<file path="src/hbis_defs.vh">
// constants for the homing block and index sequencer
// Function
// - methods 31 and 32 reserved, no motion
// - 33 negative, 34 positive, home at index
// - method 35 takes present position as home
// - method -1 moves negative, torque clamped
// - block: torque at limit, slow, for time
// - methods -1/-2 home attained on block
// - -3: block negative, reverse, home at index
// - -4: block positive, reverse, home at index
// - clamp only toward block, restore afterwards
// - home attained sets flag, homing decel
// - target reached only once motor at rest
`ifndef HBIS_DEFS_VH
`define HBIS_DEFS_VH
`define HBIS_M_RES1      8'h1F
`define HBIS_M_RES2      8'h20
`define HBIS_M_IDX_NEG   8'h21
`define HBIS_M_IDX_POS   8'h22
`define HBIS_M_CURRENT   8'h23
`define HBIS_M_BLK_NEG   8'hFF
`define HBIS_M_BLK_POS   8'hFE
`define HBIS_M_BLKI_NEG  8'hFD
`define HBIS_M_BLKI_POS  8'hFC
`define HBIS_ST_IDLE     3'h0
`define HBIS_ST_BLOCK    3'h1
`define HBIS_ST_INDEX    3'h2
`define HBIS_ST_DECEL    3'h3
`define HBIS_ST_DONE     3'h4
`define HBIS_DET_W       32
`endif

</file>
<file path="src/hbis_homing_seq.v">
// homing sequencer: index, current position and hard-stop methods
`include "hbis_defs.vh"
`default_nettype none

// sequence overview
// idle: waits for start and decodes the method code once
// index methods: move to the chosen side until the index pulse
// current position: home captured at once, with no motion at all
// hard-stop methods: move under the homing clamp until blocked
// block: torque pinned at the clamp while speed is below threshold
// the block must hold for the whole detection time before it counts
// any lapse of either half of the condition restarts the timer
// hard-stop with index: reverse, restore the prior clamp, then index
// decel: motion command dropped, ramp at the homing rate
// done: one cycle with busy low before idle takes a new start
// status flags other than busy and the home_set pulse stay up until the next accepted start
// reserved and unknown codes raise the method error flag only
//
// limitations
// start is ignored anywhere but idle, including the done cycle
// the method code is read only in the cycle that start is taken
// the host must keep the detection inputs steady during a run
// a detection time of zero behaves as one sample
//
// trade-offs
// the torque test is at-or-above, so a loop that overshoots the
// clamp by a count still reads as saturated
// rest means zero measured speed; a noisy speed estimate that never
// reads zero will hold the sequencer in decel
// the prior clamp input is read again at each restore, so a restore after the
// block uses the value the host holds at that moment, not the value from before homing
//
module hbis_homing_seq #(
  parameter TW = 16,
  parameter VW = 16,
  parameter PW = 32
) (
  // clock and reset
  input  wire            clk,
  input  wire            resetn,
  // host command and configuration
  input  wire            start,
  input  wire [7:0]      method,
  input  wire [TW-1:0]   home_torque_limit,
  input  wire [TW-1:0]   prior_torque_limit,
  input  wire [VW-1:0]   detect_velocity,
  input  wire [31:0]     detect_cycles,
  input  wire [31:0]     homing_accel,
  // motor feedback
  input  wire [TW-1:0]   torque_abs,
  input  wire [VW-1:0]   speed_abs,
  input  wire            index_pulse,
  input  wire [PW-1:0]   position,
  // motion commands
  output reg             move_en,
  output reg             move_dir_pos,
  output reg  [TW-1:0]   torque_limit,
  output reg             decel_en,
  output reg  [31:0]     decel_rate,
  // status
  output reg             busy,
  output reg             home_attained,
  output reg             target_reached,
  output reg             method_error,
  output reg             home_set,
  output reg  [PW-1:0]   home_position
);

  // sequencer state, block timer and the reverse-search choice
  reg [2:0]  state;
  reg [31:0] blk_cnt;
  reg        blk_then_index;

  // block condition: torque saturated against clamp and speed below threshold
  wire blk_cond = (torque_abs >= torque_limit) &&
                  (speed_abs < detect_velocity);
  // count 1..detect_cycles; zero or one cycle both mean one sample
  wire blk_done = blk_cond && (blk_cnt + 32'h00000001 >= detect_cycles);

  // decode of block methods, used in one place: the start decode
  function is_blk;
    input [7:0] m;
    begin
      is_blk = (m == `HBIS_M_BLK_NEG) || (m == `HBIS_M_BLK_POS) ||
               (m == `HBIS_M_BLKI_NEG) || (m == `HBIS_M_BLKI_POS);
    end
  endfunction

  // hard-stop methods that search in the positive direction
  function is_blk_pos;
    input [7:0] m;
    begin
      is_blk_pos = (m == `HBIS_M_BLK_POS) || (m == `HBIS_M_BLKI_POS);
    end
  endfunction

  // hard-stop methods that end with a reverse index search
  function is_blk_idx;
    input [7:0] m;
    begin
      is_blk_idx = (m == `HBIS_M_BLKI_NEG) || (m == `HBIS_M_BLKI_POS);
    end
  endfunction

  // main sequencer
  always @(posedge clk or negedge resetn) begin
    if (!resetn) begin
      // every output low while reset is held
      state          <= `HBIS_ST_IDLE;
      blk_cnt        <= 32'h00000000;
      blk_then_index <= 1'b0;
      move_en        <= 1'b0;
      move_dir_pos   <= 1'b0;
      torque_limit   <= {TW{1'b0}};
      decel_en       <= 1'b0;
      decel_rate     <= 32'h00000000;
      busy           <= 1'b0;
      home_attained  <= 1'b0;
      target_reached <= 1'b0;
      method_error   <= 1'b0;
      home_set       <= 1'b0;
      home_position  <= {PW{1'b0}};
    end else begin
      // home_set is a one-cycle pulse
      home_set <= 1'b0;
      case (state)
        `HBIS_ST_IDLE: begin
          // follow the prior clamp so the clamp output is current while idle
          torque_limit <= prior_torque_limit;
          if (start) begin
            home_attained  <= 1'b0;
            target_reached <= 1'b0;
            method_error   <= 1'b0;
            blk_cnt        <= 32'h00000000;
            case (method)
              `HBIS_M_IDX_NEG, `HBIS_M_IDX_POS: begin
                move_en      <= 1'b1;
                move_dir_pos <= (method == `HBIS_M_IDX_POS);
                busy         <= 1'b1;
                state        <= `HBIS_ST_INDEX;
              end
              `HBIS_M_CURRENT: begin
                // no motion: already at rest, so both flags at once
                home_position  <= position;
                home_set       <= 1'b1;
                home_attained  <= 1'b1;
                target_reached <= 1'b1;
                state          <= `HBIS_ST_DONE;
              end
              default: begin
                if (is_blk(method)) begin
                  move_en        <= 1'b1;
                  // -1 and -3 negative, -2 and -4 positive
                  move_dir_pos   <= is_blk_pos(method);
                  torque_limit   <= home_torque_limit;
                  blk_then_index <= is_blk_idx(method);
                  busy           <= 1'b1;
                  state          <= `HBIS_ST_BLOCK;
                end else begin
                  // reserved 31/32 and unsupported codes: flag only
                  method_error <= 1'b1;
                end
              end
            endcase
          end
        end
        `HBIS_ST_BLOCK: begin
          // any lapse clears the timer, so only an unbroken run counts
          if (!blk_cond) begin
            blk_cnt <= 32'h00000000;
          end else if (!blk_done) begin
            blk_cnt <= blk_cnt + 32'h00000001;
          end else if (blk_then_index) begin
            // reverse and drop the homing clamp for the index search
            blk_cnt      <= 32'h00000000;
            move_dir_pos <= ~move_dir_pos;
            torque_limit <= prior_torque_limit;
            state        <= `HBIS_ST_INDEX;
          end else begin
            home_position <= position;
            home_set      <= 1'b1;
            home_attained <= 1'b1;
            move_en       <= 1'b0;
            decel_en      <= 1'b1;
            decel_rate    <= homing_accel;
            torque_limit  <= prior_torque_limit;
            state         <= `HBIS_ST_DECEL;
          end
        end
        `HBIS_ST_INDEX: begin
          // first index met in the search direction sets home
          if (index_pulse) begin
            home_position <= position;
            home_set      <= 1'b1;
            home_attained <= 1'b1;
            move_en       <= 1'b0;
            decel_en      <= 1'b1;
            decel_rate    <= homing_accel;
            state         <= `HBIS_ST_DECEL;
          end
        end
        `HBIS_ST_DECEL: begin
          // rest means zero measured speed, not merely slow
          if (speed_abs == {VW{1'b0}}) begin
            decel_en       <= 1'b0;
            target_reached <= 1'b1;
            busy           <= 1'b0;
            state          <= `HBIS_ST_DONE;
          end
        end
        `HBIS_ST_DONE: begin
          // one quiet cycle so a start held high for two cycles is not taken twice
          busy  <= 1'b0;
          state <= `HBIS_ST_IDLE;
        end
        default: begin
          // unused state code: recover to idle
          state <= `HBIS_ST_IDLE;
        end
      endcase
    end
  end

endmodule
`default_nettype wire

</file>
<file path="config.mk">
export PLATFORM = sky130hd
export DESIGN_NAME = hbis_homing_seq
export DESIGN_NICKNAME = d
export VERILOG_FILES = /design/src/hbis_homing_seq.v
export VERILOG_INCLUDE_DIRS = /design/src
export SDC_FILE = /design/constraint.sdc
export NUM_CORES = 1
export LEC_CHECK = 0
export BUFFER_PORTS_ARGS = -buffer_cell sky130_fd_sc_hd__buf_2
export CAP_MARGIN = 10
export CORE_MARGIN = 5
export CORE_UTILIZATION = 50
export DETAILED_ROUTE_END_ITERATION = 16
export PLACE_DENSITY = 0.86
export SYNTH_ARGS = -nofsm -noshare
export SYNTH_HDL_FRONTEND = slang
export SYNTH_SLANG_ARGS = --single-unit
</file>
<file path="constraint.sdc">
create_clock -name clk -period 5 [get_ports clk]
set_input_delay 0.75 -clock clk [delete_from_list [all_inputs] [get_ports clk]]
set_output_delay 0.75 -clock clk [all_outputs]
set_load 0.1 [all_outputs]
</file>
# --- Word-level counts from Yosys, hierarchy flattened ---
# Index checks and enable logic that the tools add are counted.
op_classes:
  bitwise: 2
  eq_ne: 23
  magnitude_cmp: 3
  n_reduce_logical: 30
  n_addsub: 1
  mux: 67
op_table:
  columns: ["cell", "count"]
  rows:
  - ["$mux W32", 14]
  - ["$pmux W32 S2", 2]
  - ["$pmux W32 S3", 1]
  - ["$mux W16", 5]
  - ["$add A32 B1 Y32 const B", 1]
  - ["$eq A8 B8 Y1 const B", 4]
  - ["$ge A32 B32 Y1", 1]
  - ["$pmux W16 S2", 1]
  - ["$mux W1", 27]
  - ["$eq A8 B6 Y1 const B", 3]
  - ["$mux W3", 6]
  - ["$reduce_and A6 Y1", 3]
  - ["$ge A16 B16 Y1", 1]
  - ["$logic_not A16 Y1", 1]
  - ["$lt A16 B16 Y1", 1]
  - ["$ne A2 B2 Y1 const B", 8]
  - ["$pmux W1 S3", 5]
  - ["$reduce_and A7 Y1", 2]
  - ["$pmux W3 S4", 1]
  - ["$reduce_and A5 Y1", 2]
  - ["$reduce_and A3 Y1", 3]
  - ["$reduce_bool A3 Y1", 3]
  - ["$pmux W1 S2", 4]
  - ["$reduce_and A8 Y1", 1]
  - ["17 further kinds", 26]
word_totals:
  out_inout_bits: 88
  elab_cells: 140
  reg_bits: 124
  inputBits: 188

# --- Longest topological paths before layout ---
# Gate-level depths: netlist of run 1.
logic_depth:
  ltp_word: 8
  ltp_mapped: 18

# --- Worst setup path after synthesis of run 1 ---
# No wires, ideal clock.
synth_path:
  kind: "reg-to-reg"
  startpoint: "reg blk_cnt[6]"
  endpoint: "reg home_position[10]"
  setup_ps: 128
  synth_period_minus_slack_ps: 3994
  stages_incl_launch_ff: 19
  arrival_time_ps: 3866
  slack_ps: 1006
  cell_sequence: "dfrtp_1 clkbuf_1 nand4_1 nor4_1 nand4_1 nor3_1 nand3_1 or2_2 nand2_1 ha_1 nand4_1 nor4_1 a221oi_1 o21ai_0 a31oi_1 o21ai_4 o21bai_4 buf_6 mux2_1"
synth_between:
  elab_chain_cells: 5
synth_rtl:
  columns: ["item", "line_no", "rtl"]
  rows:
  - ["start, declared", "hbis_homing_seq.v:71", "reg [31:0] blk_cnt;"]
  - ["start signal, assigned", "hbis_homing_seq.v:172", "blk_cnt <= blk_cnt + 32'h00000001;"]
  - ["$add A32 B1 Y32", "hbis_homing_seq.v:78", "wire blk_done = blk_cond && (blk_cnt + 32'h00000001 >= detect_cycles);"]
  - ["$ge A32 B32 Y1", "hbis_homing_seq.v:78", null]
  - ["$logic_and A1 B1 Y1", "hbis_homing_seq.v:78", null]
  - ["$ne A2 B2 Y1 (no line)", null, null]
  - ["$reduce_and A7 Y1 (no line)", null, null]
  - ["end signal, assigned", "hbis_homing_seq.v:122", "home_position <= {PW{1'b0}};"]
  - ["end signal, assigned", "hbis_homing_seq.v:144", "home_position <= position;"]
  - ["end signal, assigned", "hbis_homing_seq.v:180", "home_position <= position;"]
  - ["end, declared", "hbis_homing_seq.v:66", "output reg [PW-1:0] home_position"]
# Every way passes these cells.
# A chain may end at the register's enable or synchronous reset.

# --- Worst setup path in the final report of run 1 ---
layout_path:
  startpoint: "reg blk_cnt[0]"
  endpoint: "reg home_position[24]"
# The elaborated chain is that of the path after synthesis.

==> results.cfg, run 1 <==
[yosys]
yosys-top-cells-area = dfrtp_1 (42%), ha_1 (11%), mux2_2 (5.8%)
netlist-cell-type-count = 55
synthCells = 704
ys_warn_count = 0
synth_top_area_share = 0.424
synth_edf_count = 0
synth_area_mm2 = 0.00732
yosysSeqAreaShare = 0.424
synth_nets = 956
synth_area_leader_cell = dfrtp_1
synthFlopType = dfrtp_1
async_flop_share = 1.00
avgSynthCellArea_um2 = 10.4
synth-seq-cells = 124

[global_route]
grt_use_met3 = 0.0618
grt_max_degree = 65
grt-busiest-layer = met2
antenna_found_initial = 1
track_usage = 0.237
grt_util_met2 = 0.409
grt_pass1_wl_um = 31700
grt_pass1_vias = 6551
met1_usage = 0.280
grt-ovfl-total = 0

[sta]
hold_slack_ps = 478
finalHoldViolations = 0
max-slew-margin-rel = 0.358
fin_crit_sh = 0.902
finalSetupTns_ps = 0
finalSetupViolations = 0
setup_ws_ps = 492
min_period_ps = 4510
skew_ps = 15.9
tightestPinTransition_ps = 962
max_freq_mhz = 222
final-max-slew-violation-count = 0
rsz0062_at_grt = no

[pwr]
power_switching_share = 0.469
p_int_w = 0.00234
ir_drop_mv = 0.357
pwr-share-seq = 0.282
p_sw_w = 0.00207
combPwrFrac = 0.436
p_leak_nw = 5.43
power.share.clock = 0.282
power_density_mw_per_mm2 = 465

[cts]
cts_tree = done
clk_pin_slew_ps = 60
worst_skew_pair.late_latency_ps = 410
post_cts_buffers = 0
cts_made_buffers = 17
cts_root_buf = clkbuf_16
h-tree-depth = 4
clk_path_buf_depth = 2
clock_sinks = 124

[floorplanning]
die_x_um = 131
coreArea_mm2 = 0.0144
start_util = 0.507
num_rows = 44
die_h_um = 131
dieArea_mm2 = 0.0172
io_pins = 276

[layout]
final_core_util = 0.659
fillers = 1124
finalNetCount = 1237
final_common_cell = buf_2
drive_gt1_frac = 0.372
final_cell_mix = buf_2 (274), dfrtp_1 (124), inv_1 (70)
sequential_cell_area_mm2 = 0.00310
final_area_mm2 = 0.00950
area_growth_pct = 29.9
num_antenna_cells = 0
multi_input_area_mm2 = 0.00387

[worst_setup_path]
rrSetupSlack_ps = 490
worstPathArrival_ps = 4790
crit_path_end_kind = flip-flop
worstSetupPathType = flip-flop to flip-flop
start_kind = flip-flop
cp.required_ps = 5290
crit_fanout = 17

[detailed_routing]
drt_iter0_markers = 343
vias = 6411
first_pass_iters = 6
drcViolationCount = 0
routedWlPerCell_um = 17.3
drt_wl_total_um = 20400
drtAntennaViolNets = 0
viasPerCell = 5.42

[placement]
dp_slack_ps = 434
port_buffers = 275
place_congestion = 0.896
dp_hpwl_um = 15700
dpl_cell_area_mm2 = 0.00887

[status]
status = completed

[hold_path]
worstHoldPathType = flip-flop to flip-flop

[run]
cap_violations = 0
## layer usage
layer	routed length [µm]	up-vias
met4	603	2
met3	1370	53
met1	8030	3010
li1	-	3093
met5	13	-
met2	10400	253
## worst max-delay path, stage by stage, from the launching register on
cell      delay [ps]
dfrtp_1          430
ha_1             240
nand3_1          130
nor3_1           340
nand3_1          200
nor2_1           260
nand4_1          170
nor2_1           140
xor2_1           200
ha_1             280
nand4_1          130
nor4_2            80
a221oi_1         260
o21ai_0          200
a31oi_4          340
o21ai_4          110
o21bai_2         440
mux2_1           430
## layout make-up
cell class,count,share of cell area
clock inverter,15,0.0183
sequential,124,0.327
tap,184,0.0242
timing repair buffer,283,0.151
clock buffer,17,0.0448
multi-input combinational,489,0.407
inverter,70,0.0276
## power groups by stage
stage	clock [W]	sequential [W]	combinational, W
2_1_floorplan	0	0.00225	0.000499
3_3_place_gp	0	0.00125	0.00189
3_5_place_dp	0	0.00126	0.00192
4_1_cts	0.00126	0.00125	0.00193
5_1_grt	0.00131	0.00126	0.00204
6_report	0.00124	0.00125	0.00192
## metrics by stage
step           instances  power [W]
2_1_floorplan        704    0.00275
3_3_place_gp        1149    0.00314
3_5_place_dp        1149    0.00318
4_1_cts             1181    0.00444
5_1_grt             1182    0.00461
6_report            1182    0.00442
## kinds of logic (layout without fill, tap and decap cells)
family / after synthesis / count (layout) / share of synthesized area
AOI/OAI and AO/OA: 127 / 128 / 0.121
buffers and inverters: 92 / 385 / 0.0527
DFF: 124 / 124 / 0.424
adders and majority gates: 64 / 64 / 0.109
xor gates and xnor gates: 20 / 20 / 0.0239
and+or+nand+nor: 181 / 181 / 0.126
muxes: 96 / 96 / 0.143
## final timing paths
kind / startpoint / end / cells past startpoint
worst max-delay path: blk_cnt[0] / home_position[24] / 17
worst min-delay path: home_position[17] / home_position[17] / 1
worst max register to register: blk_cnt[0] / home_position[24] / 17
worst min register to register: home_position[17] / home_position[17] / 1
max in group asynchronous: resetn / decel_rate[12] / 2
min in group asynchronous: resetn / torque_limit[7] / 2
## synth_stat cells, types with 7 or more instances
cell type	count
mux2_2	38
a32o_1	18
nand4_1	16
nand2b_1	12
inv_1	70
nand3_1	20
mux2i_1	30
nand2_1	54
ha_1	64
a21o_1	16
nor3_1	11
dfrtp_1	124
clkbuf_1	11
xor2_1	8
and3_1	10
xnor2_1	12
o21ai_0	19
a21oi_1	43
nor2_1	26
nor4_1	7
mux2_1	28
or2_2	7
## what timing repair did
action,4_1_cts,5_1_grt
setup endpoints to repair,0,49
hold buffers,0,0
resized for setup,0,3
## flip-flops by register name, summed over array words and instances (netlist names), 3 cells and up
signal	count
blk_cnt	32
torque_limit	16
home_position	32
state	3
decel_rate	32
Note: power is estimated with default switching activity, not from simulation.
==> run 2, diff against run 1 <==
Settings changed: ABC_AREA set to 1, CORE_UTILIZATION 50 to 51, MAX_ROUTING_LAYER set to met4.
==> results.cfg, run 2 <==
[cts]
cts_tree = done
h-tree-depth = 4
worst_skew_pair.late_latency_ps = 420
cts_root_buf = clkbuf_16
postCtsHoldBufs = 0
clk_path_buf_depth = 2
post_cts_buffers = 0
cts_made_buffers = 17
clock_sinks = 124
cts_resized = 0
clk_pin_slew_ps = 60

[yosys]
avgSynthCellArea_um2 = 7.60
synth_area_leader_cell = dfrtp_1
async_flop_share = 1.00
synth-seq-cells = 124
ys_warn_count = 0
synth_common_cells = nand2_1 (377), inv_1 (145), dfrtp_1 (124), nor2_1 (67), ha_1 (64)
synth.most_common_cell = nand2_1
synthFlopType = dfrtp_1
synth_edf_count = 0
netlist-cell-type-count = 41
synth_top_area_share = 0.394
yosys-top-cells-area = dfrtp_1 (39%), nand2_1 (18%), ha_1 (10%)
yosysSeqAreaShare = 0.394
synth_area_mm2 = 0.00787
synth_nets = 1287
synthCells = 1035

[worst_setup_path]
crit_path_end_kind = flip-flop
r2r-start = blk_cnt[0]
critPathCapture = blk_cnt[18]
rrSetupSlack_ps = 990
worstPathArrival_ps = 4290
rr_endpoint = blk_cnt[18]
reg2regPathDepth = 20
crit_fanout = 32
crit_start = blk_cnt[0]
worstSetupPathType = flip-flop to flip-flop
cp.required_ps = 5280
start_kind = flip-flop

[sta]
rsz0062_at_grt = no
max-slew-margin-rel = 0.412
skew_ps = 9.28
fin_crit_sh = 0.801
max_freq_mhz = 250
final-max-slew-violation-count = 0
finalSetupViolations = 0
hold_slack_ps = 248
tightestPinTransition_ps = 880
min_period_ps = 4010
finalHoldViolations = 0
finalSetupTns_ps = 0

[detailed_routing]
drt_iter0_markers = 521
viasPerCell = 4.95
routedWlPerCell_um = 14.0
drt_wl_total_um = 21200
drtAntennaViolNets = 0
first_pass_iters = 5
vias = 7487
drcViolationCount = 0

[layout]
fillers = 1347
drive_gt1_frac = 0.275
final_cell_mix = nand2_1 (377), buf_2 (274), inv_1 (145)
area_growth_pct = 25.8
finalNetCount = 1559
largest_registers = blk_cnt x32, decel_rate x32, home_position x32
final_common_cell = nand2_1

[floorplanning]
coreArea_mm2 = 0.0151
io_pins = 276
num_rows = 45
dieArea_mm2 = 0.0180
die_h_um = 134
die_x_um = 134
start_util = 0.520

[run]
cap_violations = 0

[status]
status = completed

[global_route]
grt-ovfl-total = 0
track_usage = 0.243
antenna_found_initial = 3
grt_pass1_vias = 7412
grt_max_degree = 54
grt_pass1_wl_um = 34400

[pwr]
total_power_w = 0.00670
power_density_mw_per_mm2 = 677
ir_drop_mv = 0.477
p_leak_nw = 5.79

[placement]
place_congestion = 0.958
dp_hpwl_um = 16800
port_buffers = 275

[hold_path]
worstHoldPathType = input pin to async pin
## run 2: critical path, stage by stage, from the launching register on
cell and delay [ps]:
dfrtp_1 410, ha_1 210, nand2_1 80, nor2_2 130, nand3_2 150, nor2_1 260, inv_1 90, nor4_2 200
xnor2_1 210, inv_1 80, ha_1 280, nand2_1 90, nor2_1 60, nand2_1 100, a21oi_1 70, nor2_1 180
nand2_4 100, nand3_4 120, nand4_2 670, nand2_1 250, o21ai_0 110
## run 2: stage by stage
stage / cells / worst slack, ps / area, µm² / util
final: 1511 / 993 / 9900 / 0.653
after global routing: 1511 / 515 / 9900 / 0.653
after detailed placement: 1476 / 1030 / 9320 / 0.615
after floorplan: 1035 / 2010 / 7870 / -
after CTS: 1508 / 1030 / 9890 / 0.653
after global placement: 1476 / 1150 / 9320 / 0.615
## run 2: logic make-up (layout without fill, tap and decap cells)
kind of cell | count (synthesis) | in the layout | synth area share
flip-flops | 124 | 124 | 0.394
other | 0 | 3 | 0
AND/OR/NAND/NOR | 528 | 528 | 0.290
buffers and inverters | 181 | 466 | 0.0992
adder cells (fa/ha/maj) | 64 | 64 | 0.102
AO/OA/AOI/OAI | 109 | 109 | 0.0819
XOR/XNOR | 29 | 29 | 0.0332
## run 2: layout make-up
class                           instances  area (µm²)  share of cell area
Multi-Input combinational cell        730        3990               0.403
Sequential cell                       124        3100               0.314
Timing Repair Buffer                  278        1400               0.142
Inverter                              156         586              0.0592
Clock buffer                           18         439              0.0444
Tap cell                              188         235              0.0238
Clock inverter                         14         135              0.0137
Antenna cell                            3        7.51            0.000759
## run 2: how the worst min path moves through the flow
stage,from,slack [ps],cells after the start,end
after floorplan,resetn,450,0,blk_cnt[0]
after global placement,home_position[26],450,2,home_position[26]
after detailed placement,home_position[22],450,2,home_position[22]
after CTS,resetn,250,1,blk_cnt[15]
after global routing,resetn,260,1,blk_cnt[14]
final,resetn,250,1,blk_cnt[14]
## run 2: layer usage
metal / share of wire / vias to the layer above / global-route usage
met4: 0.025 / 0 / 0.0764
li1: - / 3803 / -
met2: 0.51 / 291 / 0.411
met5: 0 / - / -
met1: 0.40 / 3352 / 0.284
met3: 0.073 / 41 / 0.0653
## run 2: power by group
part | switching [W] | leakage [nW] | internal [W]
sequential | 0.000189 | 1.59 | 0.00135
combinational | 0.00335 | 3.93 | 0.000633
clock | 0.000479 | 0.270 | 0.000704
total | 0.00401 | 5.79 | 0.00269
==> run 3, diff against run 2 <==
Settings changed: ABC_AREA 1 to 0, CORE_UTILIZATION 51 to 50.
Clock period 5 ns to 3.9 ns, I/O delays scaled along.
==> results.cfg, run 3 (same netlist as run 1, synthesis figures left out) <==
[floorplanning]
io_pins = 276
coreArea_mm2 = 0.0144
num_rows = 44
die_h_um = 131
die_x_um = 131
start_util = 0.507
dieArea_mm2 = 0.0172

[sta]
min_period_ps = 3920
max_freq_mhz = 255
final-max-slew-violation-count = 0
setup_ws_ps = -23.5
finalHoldViolations = 0
finalSetupViolations = 17
rsz0062_at_grt = yes
max-slew-margin-rel = 0.492
fin_crit_sh = 1.01
tightestPinTransition_ps = 762
skew_ps = 9.58

[global_route]
grt-ovfl-total = 0
grt_pass1_wl_um = 32500
grt_pass1_vias = 6732
track_usage = 0.251
antenna_found_initial = 1
grt_max_degree = 67

[cts]
cts_tree = done
cts_made_buffers = 17
clk_path_buf_depth = 2
clock_sinks = 124
clk_pin_slew_ps = 60
h-tree-depth = 4
worst_skew_pair.late_latency_ps = 420
cts_root_buf = clkbuf_16

[layout]
final_common_cell = buf_2
finalNetCount = 1279
largest_registers = blk_cnt x32, decel_rate x32, home_position x32
final_cell_mix = buf_2 (274), dfrtp_1 (124), inv_1 (70)
final_area_mm2 = 0.0102
layout.cells.non_filler = 1225
area_growth_pct = 39.6
fillers = 1054
drive_gt1_frac = 0.443

[worst_setup_path]
crit_fanout = 13
crit_path_end_kind = flip-flop
worstSetupPathType = flip-flop to flip-flop
start_kind = flip-flop
reg2regPathDepth = 19
r2r-start = blk_cnt[9]
worstPathArrival_ps = 4270
cp.required_ps = 4250
rr_endpoint = blk_cnt[17]
rrSetupSlack_ps = -20

[placement]
dpl_cell_area_mm2 = 0.00910
dp_hpwl_um = 16400
place_congestion = 0.969
port_buffers = 275
dp.cells = 1173

[detailed_routing]
drt_iter0_markers = 418
routedWlPerCell_um = 18.3
drcViolationCount = 0
drt_wl_total_um = 22400
viasPerCell = 5.49
drtAntennaViolNets = 0
first_pass_iters = 5
vias = 6729

[status]
violations = setup timing
status = finished with violations

[hold_path]
worstHoldPathType = input pin to async pin

[pwr]
p_leak_nw = 5.73
power_density_mw_per_mm2 = 559
ir_drop_mv = 0.393

[run]
cap_violations = 0
==> run 3: metal layers <==
metal / routed length, µm / track usage / vias up
met4: 460 / 0.0956 / 0
met1: 8910 / 0.297 / 3224
met3: 1340 / 0.0533 / 33
met5: 0 / - / -
met2: 11700 / 0.418 / 284
li1: - / - / 3188
==> run 3: worst max-delay path by stage <==
stage	start	to	slack [ps]	depth (start not counted)
finish	blk_cnt[9]	blk_cnt[17]	-20	19
global route	blk_cnt[0]	blk_cnt[17]	-220	20
CTS	blk_cnt[3]	home_position[3]	-9	18
detailed placement	blk_cnt[3]	decel_rate[21]	-170	17
global placement	blk_cnt[0]	decel_rate[27]	-80	18
floorplan	blk_cnt[6]	home_position[10]	50	18
==> run 3: area by class of cell <==
class	instances	area, µm²	area share
clock inverter	13	118	0.0115
timing repair buffer	326	1930	0.189
inverter	70	263	0.0257
clock buffer	19	443	0.0434
tap	184	230	0.0225
multi-input combinational	488	4130	0.404
antenna	1	2.50	0.000245
sequential	124	3100	0.304
==> run 3: critical path, stage by stage (launching register included) <==
cell and delay, ps:
dfrtp_1 370, nand4_1 190, buf_4 220, nor3_4 240
and3_1 220, nand2_1 80, or2_2 300, nand2_1 120
ha_1 150, and4_1 210, nand3_1 80, o32a_1 280
nand3_1 130, a31oi_2 120, buf_6 150, buf_4 130
or2_4 260, o221ai_4 260, buf_8 190, a32o_1 140
==> run 3: power by group <==
group          switching [W]  internal, W  total (W)
registers           0.000124      0.00148    0.00160
logic                0.00199     0.000629    0.00262
clock network       0.000601     0.000896    0.00150
==> run 3: per-stage QoR <==
stage | power, W | setup TNS, ps | setup WS [ps] | hold slack [ps] | util
final | 0.00571 | -145 | -23.5 | 237 | 0.708
after global routing | 0.00596 | -15430 | -216 | 298 | 0.708
after CTS | 0.00563 | -9.00 | -8.86 | 256 | 0.673
after detailed placement | 0.00412 | -9680 | -171 | 471 | 0.631
after global placement | 0.00406 | -3110 | -79.7 | 462 | 0.631
after floorplan | 0.00353 | 0 | 51.3 | 289 | -
==> run 3: repair_timing <==
action	CTS	global route
hold buffers	0	0
pin swaps	3	26
gates resized for setup	8	71
setup buffers	1	12
setup endpoints to repair	92	120
cloned	0	6
hold endpoints to repair	0	0
